[config.mk]
export PLATFORM = sky130hd
export DESIGN_NAME = bbf_host
export DESIGN_NICKNAME = d
export VERILOG_FILES = /design/src/bbf_host_pkg.sv /design/src/bbf_host.sv /design/src/bbf_block_decode.sv
export VERILOG_INCLUDE_DIRS = /design/src
export SDC_FILE = /design/constraint.sdc
export NUM_CORES = 1
export LEC_CHECK = 0
export BUFFER_PORTS_ARGS = -buffer_cell sky130_fd_sc_hd__buf_2
export CAP_MARGIN = 20
export CELL_PAD_IN_SITES_DETAIL_PLACEMENT = 1
export CELL_PAD_IN_SITES_GLOBAL_PLACEMENT = 2
export CORE_MARGIN = 2
export CORE_UTILIZATION = 37
export CTS_BUF_LIST = sky130_fd_sc_hd__clkbuf_2
export DETAILED_ROUTE_END_ITERATION = 6
export PLACE_DENSITY_LB_ADDON = 0.1
export RECOVER_POWER = 50
export SLEW_MARGIN = 30
export SYNTH_ARGS = -nofsm -noshare
export SYNTH_HDL_FRONTEND = slang
export SYNTH_SLANG_ARGS = --single-unit
[constraint.sdc]
create_clock -name clk -period 6.35 [get_ports clk]
set_input_delay 1.27 -clock clk [delete_from_list [all_inputs] [get_ports clk]]
set_output_delay 1.27 -clock clk [all_outputs]
set_load 0.01 [all_outputs]
[src/bbf_host_map.svh]
// Timing counts, block layout and command codes for the boot block flash host.
`ifndef BBF_HOST_MAP_SVH
`define BBF_HOST_MAP_SVH

// Bus cycle times in nanoseconds; counts are derived at 8 ns per clock.
`define BBF_CLK_PERIOD_NS 8
`define BBF_T_ACCESS_NS 120
`define BBF_T_WRITE_PULSE_NS 50
`define BBF_T_SETUP_NS 10
`define BBF_T_RECOVER_NS 30
`define BBF_T_RESET_LOW_NS 100
`define BBF_T_RESET_WAKE_NS 600
`define BBF_CYC_ACCESS ((`BBF_T_ACCESS_NS + `BBF_CLK_PERIOD_NS - 1) / `BBF_CLK_PERIOD_NS)
`define BBF_CYC_WRITE_PULSE ((`BBF_T_WRITE_PULSE_NS + `BBF_CLK_PERIOD_NS - 1) / `BBF_CLK_PERIOD_NS)
`define BBF_CYC_SETUP ((`BBF_T_SETUP_NS + `BBF_CLK_PERIOD_NS - 1) / `BBF_CLK_PERIOD_NS)
`define BBF_CYC_RECOVER ((`BBF_T_RECOVER_NS + `BBF_CLK_PERIOD_NS - 1) / `BBF_CLK_PERIOD_NS)
`define BBF_CYC_RESET_LOW ((`BBF_T_RESET_LOW_NS + `BBF_CLK_PERIOD_NS - 1) / `BBF_CLK_PERIOD_NS)
`define BBF_CYC_RESET_WAKE ((`BBF_T_RESET_WAKE_NS + `BBF_CLK_PERIOD_NS - 1) / `BBF_CLK_PERIOD_NS)

// Block sizes in bytes.
`define BBF_BOOT_BYTES 16384
`define BBF_PARAM_BYTES 8192
`define BBF_MAIN_SMALL_BYTES 98304
`define BBF_MAIN_BYTES 131072

// Word address boundaries, top-boot form (19-bit word address).
`define BBF_TOP_BOOT_BASE 19'h7E000
`define BBF_TOP_PARAM1_BASE 19'h7D000
`define BBF_TOP_PARAM0_BASE 19'h7C000
`define BBF_TOP_MAIN_SMALL_BASE 19'h70000
// Word address boundaries, bottom-boot form.
`define BBF_BOT_PARAM0_BASE 19'h02000
`define BBF_BOT_PARAM1_BASE 19'h03000
`define BBF_BOT_MAIN_SMALL_BASE 19'h04000
`define BBF_BOT_MAIN_BASE 19'h10000

// Command codes.
`define BBF_CMD_READ_ARRAY 8'hFF
`define BBF_CMD_READ_ID 8'h90

`endif

[src/bbf_host_pkg.sv]
// Types shared by the boot block flash host.
`default_nettype none
package bbf_host_pkg;
  typedef enum logic [2:0] {
    BBF_OP_READ = 3'h0,
    BBF_OP_WRITE = 3'h1,
    BBF_OP_READ_ID = 3'h2,
    BBF_OP_POWER_DOWN = 3'h3,
    BBF_OP_WAKE = 3'h4
  } bbf_op_t;

  typedef enum logic [2:0] {
    BBF_ST_RESET = 3'h0,
    BBF_ST_IDLE = 3'h1,
    BBF_ST_READ = 3'h2,
    BBF_ST_WSETUP = 3'h3,
    BBF_ST_WPULSE = 3'h4,
    BBF_ST_RECOVER = 3'h5,
    BBF_ST_SLEEP = 3'h6
  } bbf_state_t;

  typedef enum logic [3:0] {
    BBF_BLK_BOOT = 4'h0,
    BBF_BLK_PARAM0 = 4'h1,
    BBF_BLK_PARAM1 = 4'h2,
    BBF_BLK_MAIN_SMALL = 4'h3,
    BBF_BLK_MAIN = 4'h4
  } bbf_block_t;
endpackage
`default_nettype wire

[src/bbf_host.sv]
// Bus master that drives a boot block flash device through its pins.
`timescale 1ns/100ps
`default_nettype none
`include "bbf_host_map.svh"

// Operation
// Boot block of 16384 bytes, top or bottom; host flags it lockable.
// Two 8192-byte parameter blocks, never write protected.
// One 98304-byte main block plus seven 131072-byte main blocks.
// Each block erases alone; host addresses erase to one block.
// Below lockout supply only reads, status, clear and identifier work.
// With valid supply, writes and erases are allowed besides reads.
// Device engine runs program and erase, reports through status.
// Write cycle: reset high, select low, output enable high, strobe low.
// Identifier via command or high voltage on A9; A0 picks code.
// After reset release the device reads array without any command.
// Read: strobe high, select low, output enable low, reset high.
// Host writes read array command before array reads after writes.
// Word mode data floats on output disable, standby, power-down.
// Byte mode uses low eight lines only; upper lines stay floating.
// Byte mode uses top data pin as lowest address bit.
// Holding reset low floats outputs, resets engine, minimum current.
// Top-boot decode: boot highest, parameters, then 96K main block.
// Bottom-boot decode mirrors order, boot block lowest.
module bbf_host
  import bbf_host_pkg::*;
(
  input wire logic clk,
  input wire logic rst_n,
  input wire logic reqValid,
  input wire logic [2:0] reqOp,
  input wire logic [19:0] reqAddr,
  input wire logic [15:0] reqData,
  input wire logic byteMode,
  input wire logic topBoot,
  output logic reqReady,
  output logic rspValid,
  output logic [15:0] rspData,
  output logic [3:0] rspBlock,
  output logic rspLockable,
  output logic [18:0] flashAddr,
  output logic flashIdHighVolt,
  output logic flashResetPowerdown_n,
  output logic flashChipSel_n,
  output logic flashOutEn_n,
  output logic flashWrite_n,
  output logic flashByte_n,
  output logic [15:0] flashDqOut,
  output logic flashDqLowOe,
  output logic flashDqHighOe,
  output logic flashDq15Oe,
  input wire logic [15:0] flashDqIn
);
  // ******************************************************************
  // State
  // ******************************************************************
  typedef struct packed {
    bbf_state_t state;
    logic [7:0] count;
    logic arrayMode;
    logic pendRead;
    logic pendWake;
    logic byteSel;
    logic [15:0] wdata;
    logic reqReady;
    logic rspValid;
    logic [15:0] rspData;
    logic [3:0] rspBlock;
    logic rspLockable;
    logic [18:0] addr;
    logic idHv;
    logic rp_n;
    logic ce_n;
    logic oe_n;
    logic we_n;
    logic byte_n;
    logic [15:0] dqOut;
    logic dqLowOe;
    logic dqHighOe;
    logic dq15Oe;
  } bbf_host_state_t;

  bbf_host_state_t s_reg;
  bbf_host_state_t s_next;
  logic [15:0] dqSync1_reg;
  logic [15:0] dqSync2_reg;
  logic [3:0] decKind;
  logic decLock;

  bbf_block_decode uDecode (
    .wordAddr(reqAddr[19:1]),
    .topBoot(topBoot),
    .blockKind(decKind),
    .mainIndex(),
    .lockable(decLock)
  );

  // Data pins are asynchronous to clk; two stages before any use.
  always_ff @(posedge clk or negedge rst_n) begin
    if (!rst_n) begin
      dqSync1_reg <= 16'h0000;
      dqSync2_reg <= 16'h0000;
    end else begin
      dqSync1_reg <= flashDqIn;
      dqSync2_reg <= dqSync1_reg;
    end
  end

  // ******************************************************************
  // Sequencer
  // ******************************************************************
  always_comb begin
    s_next = s_reg;
    s_next.rspValid = 1'b0;
    unique case (s_reg.state)
      BBF_ST_RESET: begin
        // Hold reset low, then wait for the device to wake.
        s_next.count = 8'(s_reg.count + 8'h01);
        if (s_reg.count == 8'(`BBF_CYC_RESET_LOW)) begin
          s_next.rp_n = 1'b1;
        end
        if (s_reg.count == 8'(`BBF_CYC_RESET_LOW + `BBF_CYC_RESET_WAKE)) begin
          s_next.state = BBF_ST_IDLE;
          s_next.arrayMode = 1'b1;
          s_next.reqReady = 1'b1;
          // Only a wake request is answered; power-on reset is not a request.
          s_next.rspValid = s_reg.pendWake;
          s_next.pendWake = 1'b0;
          s_next.count = 8'h00;
        end
      end
      BBF_ST_IDLE: begin
        if (reqValid) begin
          s_next.reqReady = 1'b0;
          s_next.count = 8'h00;
          s_next.byte_n = ~byteMode;
          s_next.rspBlock = decKind;
          s_next.rspLockable = decLock;
          s_next.addr = reqAddr[19:1];
          s_next.byteSel = reqAddr[0];
          s_next.idHv = 1'b0;
          unique case (reqOp)
            BBF_OP_READ: begin
              if (!s_reg.arrayMode) begin
                // Array reads need read array mode first.
                s_next.wdata = {8'h00, `BBF_CMD_READ_ARRAY};
                s_next.pendRead = 1'b1;
                s_next.arrayMode = 1'b1;
                s_next.state = BBF_ST_WSETUP;
              end else begin
                s_next.state = BBF_ST_READ;
              end
            end
            BBF_OP_READ_ID: begin
              // Identifier by high voltage on A9; A0 picks the code.
              s_next.idHv = 1'b1;
              s_next.state = BBF_ST_READ;
            end
            BBF_OP_WRITE: begin
              s_next.wdata = reqData;
              // Any command other than read array leaves array mode.
              s_next.arrayMode = (reqData[7:0] == `BBF_CMD_READ_ARRAY);
              s_next.state = BBF_ST_WSETUP;
            end
            BBF_OP_POWER_DOWN: begin
              s_next.rp_n = 1'b0;
              s_next.state = BBF_ST_SLEEP;
            end
            BBF_OP_WAKE: begin
              s_next.reqReady = 1'b1;
              s_next.rspValid = 1'b1;
            end
            default: begin
              s_next.reqReady = 1'b1;
              s_next.rspValid = 1'b1;
            end
          endcase
        end
      end
      BBF_ST_READ: begin
        // Select low, output enable low, strobe high, reset high.
        s_next.ce_n = 1'b0;
        s_next.oe_n = 1'b0;
        s_next.we_n = 1'b1;
        s_next.dqLowOe = 1'b0;
        s_next.dqHighOe = 1'b0;
        // In byte mode the top data pin carries the byte select address.
        s_next.dq15Oe = s_reg.byte_n ? 1'b0 : 1'b1;
        s_next.dqOut = {s_reg.byteSel, 15'h0000};
        s_next.count = 8'(s_reg.count + 8'h01);
        // Two extra cycles cover the data synchroniser.
        if (s_reg.count == 8'(`BBF_CYC_ACCESS + 2)) begin
          s_next.rspData = s_reg.byte_n ? dqSync2_reg : {8'h00, dqSync2_reg[7:0]};
          s_next.rspValid = 1'b1;
          s_next.state = BBF_ST_RECOVER;
          s_next.count = 8'h00;
          s_next.ce_n = 1'b1;
          s_next.oe_n = 1'b1;
          s_next.dq15Oe = 1'b0;
        end
      end
      BBF_ST_WSETUP: begin
        // Address and data settle before the strobe falls.
        s_next.ce_n = 1'b0;
        s_next.oe_n = 1'b1;
        s_next.dqOut = s_reg.byte_n ? s_reg.wdata : {s_reg.byteSel, 7'h00, s_reg.wdata[7:0]};
        s_next.dqLowOe = 1'b1;
        s_next.dqHighOe = s_reg.byte_n;
        s_next.dq15Oe = 1'b1;
        s_next.count = 8'(s_reg.count + 8'h01);
        if (s_reg.count == 8'(`BBF_CYC_SETUP)) begin
          s_next.we_n = 1'b0;
          s_next.state = BBF_ST_WPULSE;
          s_next.count = 8'h00;
        end
      end
      BBF_ST_WPULSE: begin
        s_next.count = 8'(s_reg.count + 8'h01);
        if (s_reg.count == 8'(`BBF_CYC_WRITE_PULSE)) begin
          // Device latches on the rising strobe; data held one more clock cycle.
          s_next.we_n = 1'b1;
          s_next.state = BBF_ST_RECOVER;
          s_next.count = 8'h00;
          // The inserted read array write is not the answer to the read.
          s_next.rspValid = ~s_reg.pendRead;
        end
      end
      BBF_ST_RECOVER: begin
        s_next.ce_n = 1'b1;
        s_next.dqLowOe = 1'b0;
        s_next.dqHighOe = 1'b0;
        s_next.dq15Oe = 1'b0;
        s_next.idHv = 1'b0;
        s_next.count = 8'(s_reg.count + 8'h01);
        if (s_reg.count == 8'(`BBF_CYC_RECOVER)) begin
          // A read held back by the read array write starts now.
          s_next.state = s_reg.pendRead ? BBF_ST_READ : BBF_ST_IDLE;
          s_next.reqReady = ~s_reg.pendRead;
          s_next.pendRead = 1'b0;
          s_next.count = 8'h00;
        end
      end
      BBF_ST_SLEEP: begin
        // Only a wake request leaves deep power-down.
        if (!s_reg.reqReady && s_reg.count == 8'h00) begin
          s_next.reqReady = 1'b1;
          s_next.rspValid = 1'b1;
          s_next.count = 8'h01;
        end else if (reqValid && reqOp == BBF_OP_WAKE) begin
          s_next.reqReady = 1'b0;
          s_next.pendWake = 1'b1;
          s_next.state = BBF_ST_RESET;
          s_next.count = 8'h00;
        end
      end
      default: begin
        s_next.state = BBF_ST_RESET;
        s_next.count = 8'h00;
      end
    endcase
  end

  always_ff @(posedge clk or negedge rst_n) begin
    if (!rst_n) begin
      s_reg <= '{state: BBF_ST_RESET, rp_n: 1'b0, ce_n: 1'b1, oe_n: 1'b1, we_n: 1'b1,
                 byte_n: 1'b1, default: '0};
    end else begin
      s_reg <= s_next;
    end
  end

  // ******************************************************************
  // Outputs
  // ******************************************************************
  assign reqReady = s_reg.reqReady;
  assign rspValid = s_reg.rspValid;
  assign rspData = s_reg.rspData;
  assign rspBlock = s_reg.rspBlock;
  assign rspLockable = s_reg.rspLockable;
  assign flashAddr = s_reg.addr;
  assign flashIdHighVolt = s_reg.idHv;
  assign flashResetPowerdown_n = s_reg.rp_n;
  assign flashChipSel_n = s_reg.ce_n;
  assign flashOutEn_n = s_reg.oe_n;
  assign flashWrite_n = s_reg.we_n;
  assign flashByte_n = s_reg.byte_n;
  assign flashDqOut = s_reg.dqOut;
  assign flashDqLowOe = s_reg.dqLowOe;
  assign flashDqHighOe = s_reg.dqHighOe;
  assign flashDq15Oe = s_reg.dq15Oe;
endmodule
`default_nettype wire

[src/bbf_block_decode.sv]
// Address to erase block decoder for both boot placements.
`timescale 1ns/100ps
`default_nettype none
`include "bbf_host_map.svh"

module bbf_block_decode
  import bbf_host_pkg::*;
(
  input wire logic [18:0] wordAddr,
  input wire logic topBoot,
  output logic [3:0] blockKind,
  output logic [2:0] mainIndex,
  output logic lockable
);
  always_comb begin
    mainIndex = 3'h0;
    if (topBoot) begin
      if (wordAddr >= `BBF_TOP_BOOT_BASE) begin
        blockKind = BBF_BLK_BOOT;
      end else if (wordAddr >= `BBF_TOP_PARAM1_BASE) begin
        blockKind = BBF_BLK_PARAM1;
      end else if (wordAddr >= `BBF_TOP_PARAM0_BASE) begin
        blockKind = BBF_BLK_PARAM0;
      end else if (wordAddr >= `BBF_TOP_MAIN_SMALL_BASE) begin
        blockKind = BBF_BLK_MAIN_SMALL;
      end else begin
        blockKind = BBF_BLK_MAIN;
        mainIndex = wordAddr[18:16];
      end
    end else begin
      if (wordAddr < `BBF_BOT_PARAM0_BASE) begin
        blockKind = BBF_BLK_BOOT;
      end else if (wordAddr < `BBF_BOT_PARAM1_BASE) begin
        blockKind = BBF_BLK_PARAM0;
      end else if (wordAddr < `BBF_BOT_MAIN_SMALL_BASE) begin
        blockKind = BBF_BLK_PARAM1;
      end else if (wordAddr < `BBF_BOT_MAIN_BASE) begin
        blockKind = BBF_BLK_MAIN_SMALL;
      end else begin
        blockKind = BBF_BLK_MAIN;
        mainIndex = 3'(wordAddr[18:16] - 3'h1);
      end
    end
    // Only the boot block may be locked; parameter blocks never are.
    lockable = (blockKind == BBF_BLK_BOOT);
  end
endmodule
`default_nettype wire

==> metrics <==
Die Wd 127 µm; Max Cap Violations 1; fmax 273 MHz; # nets final 690; Hold-fix buffers, CTS 0; Pwr per Cell Area 228 nW/µm²; first-pass GRT wire length 21700 µm; Die Y 127 µm; WS Path Type input pin to asynchronous set/reset pin; CP endpoint kind asynchronous set/reset pin; Resized cells post-CTS 0; YS warnings 0; GPL Wtd Cong 0.779; status finished, violations left; core area 15000 µm²; via count 4066; DRC violations left 0; Iter 0 DRT Violations 125; Placed Instance Area 6020 µm²; clock slew at reported path FFs 190 ps; Crit path buffers/inverters 2; Inserted Clock Buffers 17; number of synthesized flops with an enable pin 0; fraction of layout cells with a size suffix above 1 29.1%; Yosys cell types 56; LEAKAGE 3.24 nW; top cell type's share of synthesized area 55.5%; Clock Latency Late Sink 700 ps; Seq/Total Area, Yosys 57.3%; post-CTS setup buffer count 0; final max-slew violation count 53; Req. time, crit path 6570 ps; hold slack 360 ps; crit path DAT 3880 ps; antenna violations before repair 2; clk_skew 34.8 ps; failing checks max-capacitance violations, max-slew violations; vias in the first global route 4261; minimum clock period 3660 ps; CTS tree yes; fin area 6270 µm²; sequential power share 58.8%; GR Overflow Total 0; DP HPWL 9120 µm; combinational share of power 3.7%; Sw Ratio 24.7%; Post-Syn Instances 559; Antenna Nets Post-Route 0; non-filler instance count after layout 828; fin crit share 57.6%; Vias/cell 4.91; RSZ-0062 raised after global routing no; Primary FF master, synth dfrtp_1; max_slew headroom -89.1%; Syn Std Cell Area 5640 µm²; fraction of registers with async set/reset 100%; Min-Delay Path Class flip-flop to flip-flop; maximum VDD drop 0.0000947 V; endpoints failing setup 0; GR Util All Layers 17.1%; H-tree depth 4; Worst Path Max Fanout 78; Pre-Repair DR Iteration Count 4; Post-Route Setup TNS 0 ps; Post-Syn Nets 623; I/O Pins 127; register area 3230 µm²; I/O Buffers 125; Avg Synthesized Cell Area 10.1 µm²; register bit total from synthesis 129; Site Rows 45; WL final 12900 µm; number of flip-flops in the largest register 31; placed cell count 795; Worst-Margin Slew 2840 ps; Crit path largest cell delay 2060 ps; Synth area leaders dfrtp_1 55%, nand2_1 10%, buf_4 7.3%; sw power 0.352 mW; multi-input logic area 1880 µm²; slowest cell on the critical path clkbuf_1; clock share of power 37.5%; top cell type by total area after synthesis dfrtp_1; Clock Tree Root clkbuf_2; routed len/inst 15.5 µm; Bufs on Longest Clock Path 2; top-count cell post-synth nand2_1; Initial Util 37.5%; largest net degree at the start of global routing 79; Fillers 1771; crit start category input pin; critical path's top delay family buffers and inverters; CP Cell Sequence buf_6 -> clkbuf_1; Hold Fails Final Rpt 0; area grow syn2layout 11.2%; TritonCTS Sinks 129; Die ar. 16200 µm²; Commonest cells post-synth 154 x nand2_1, 125 x dfrtp_1, 55 x buf_4, 33 x o21ai_0, 25 x nand3_1; P_int 1.07 mW
-- worst paths after layout --
path	start	to	slack, ps	cells past startpoint
max	rst_n	rspBlock[1]	2690	2
min	dqSync1_reg[4]	dqSync2_reg[4]	360	0
max reg2reg	s_reg[95]	s_reg[69]	3130	6
min reg2reg	dqSync1_reg[4]	dqSync2_reg[4]	360	0
max in group clk	s_reg[95]	s_reg[69]	3130	6
min in group asynchronous	rst_n	dqSync2_reg[12]	550	1
-- final cells by class --
class,count,share of cell area (%)
flip-flops and latches,129,51.5
multi-input cells,345,30.0
repair buffers,126,10.1
well taps,188,3.75
clock inverters,14,2.63
clock buffers,18,1.44
inverters,7,0.419
diodes,1,0.0399
-- worst register-to-register path: cells and delay by family, from the launching register on --
kind             cells  cell delay, ps
AND/OR/NAND/NOR      4            1560
flip-flops           1             810
AO/OA/AOI/OAI        2             810
-- through the flow --
step / worst slack (ps) / total power [mW] / utilization (%)
floorplan: 3820 / 0.867 / -
global placement: 3060 / 0.907 / 40.0
detailed placement: 2950 / 0.909 / 40.0
CTS: 3050 / 1.46 / 41.7
global route: 2060 / 1.50 / 41.7
finish: 2690 / 1.43 / 41.7
-- cell usage in the layout, fill, tap and decap left out, types with 6 or more instances in the layout --
cell,count
mux2_2,8
clkbuf_2,18
a21oi_1,9
dfrtp_1,125
nor2b_1,8
o21ai_0,33
nand2b_1,7
inv_1,7
nor3_1,9
a21o_1,6
nand2_1,152
nand3_1,25
nor2_1,17
nand4_1,6
a22o_1,8
buf_2,124
-- power by group through the flow --
stage / Clock (mW) / Sequential [mW] / Combinational [mW]
3_5_place_dp: 0 / 0.854 / 0.0551
2_1_floorplan: 0 / 0.853 / 0.0140
4_1_cts: 0.565 / 0.840 / 0.0553
5_1_grt: 0.600 / 0.841 / 0.0603
3_3_place_gp: 0 / 0.853 / 0.0540
6_report: 0.535 / 0.839 / 0.0524
-- metal layers --
metal  track usage [%]  share of wire, %  wire [µm]
met2              26.8                46       5980
met5                 0                 0          0
met4              5.56               1.2        152
met1              21.9                46       5930
met3              6.49               6.2        802
-- cell families after synthesis --
kind of cell	Yosys count	share of synthesized area, %
compound gates	82	9.85
fa+ha+maj	4	0.888
simple gates	243	19.4
xor+xnor	1	0.155
mux	14	2.86
other cells	1	0.0665
buf+inv	85	9.43
flops	129	57.3
Power figures use the tool's default switching activity.
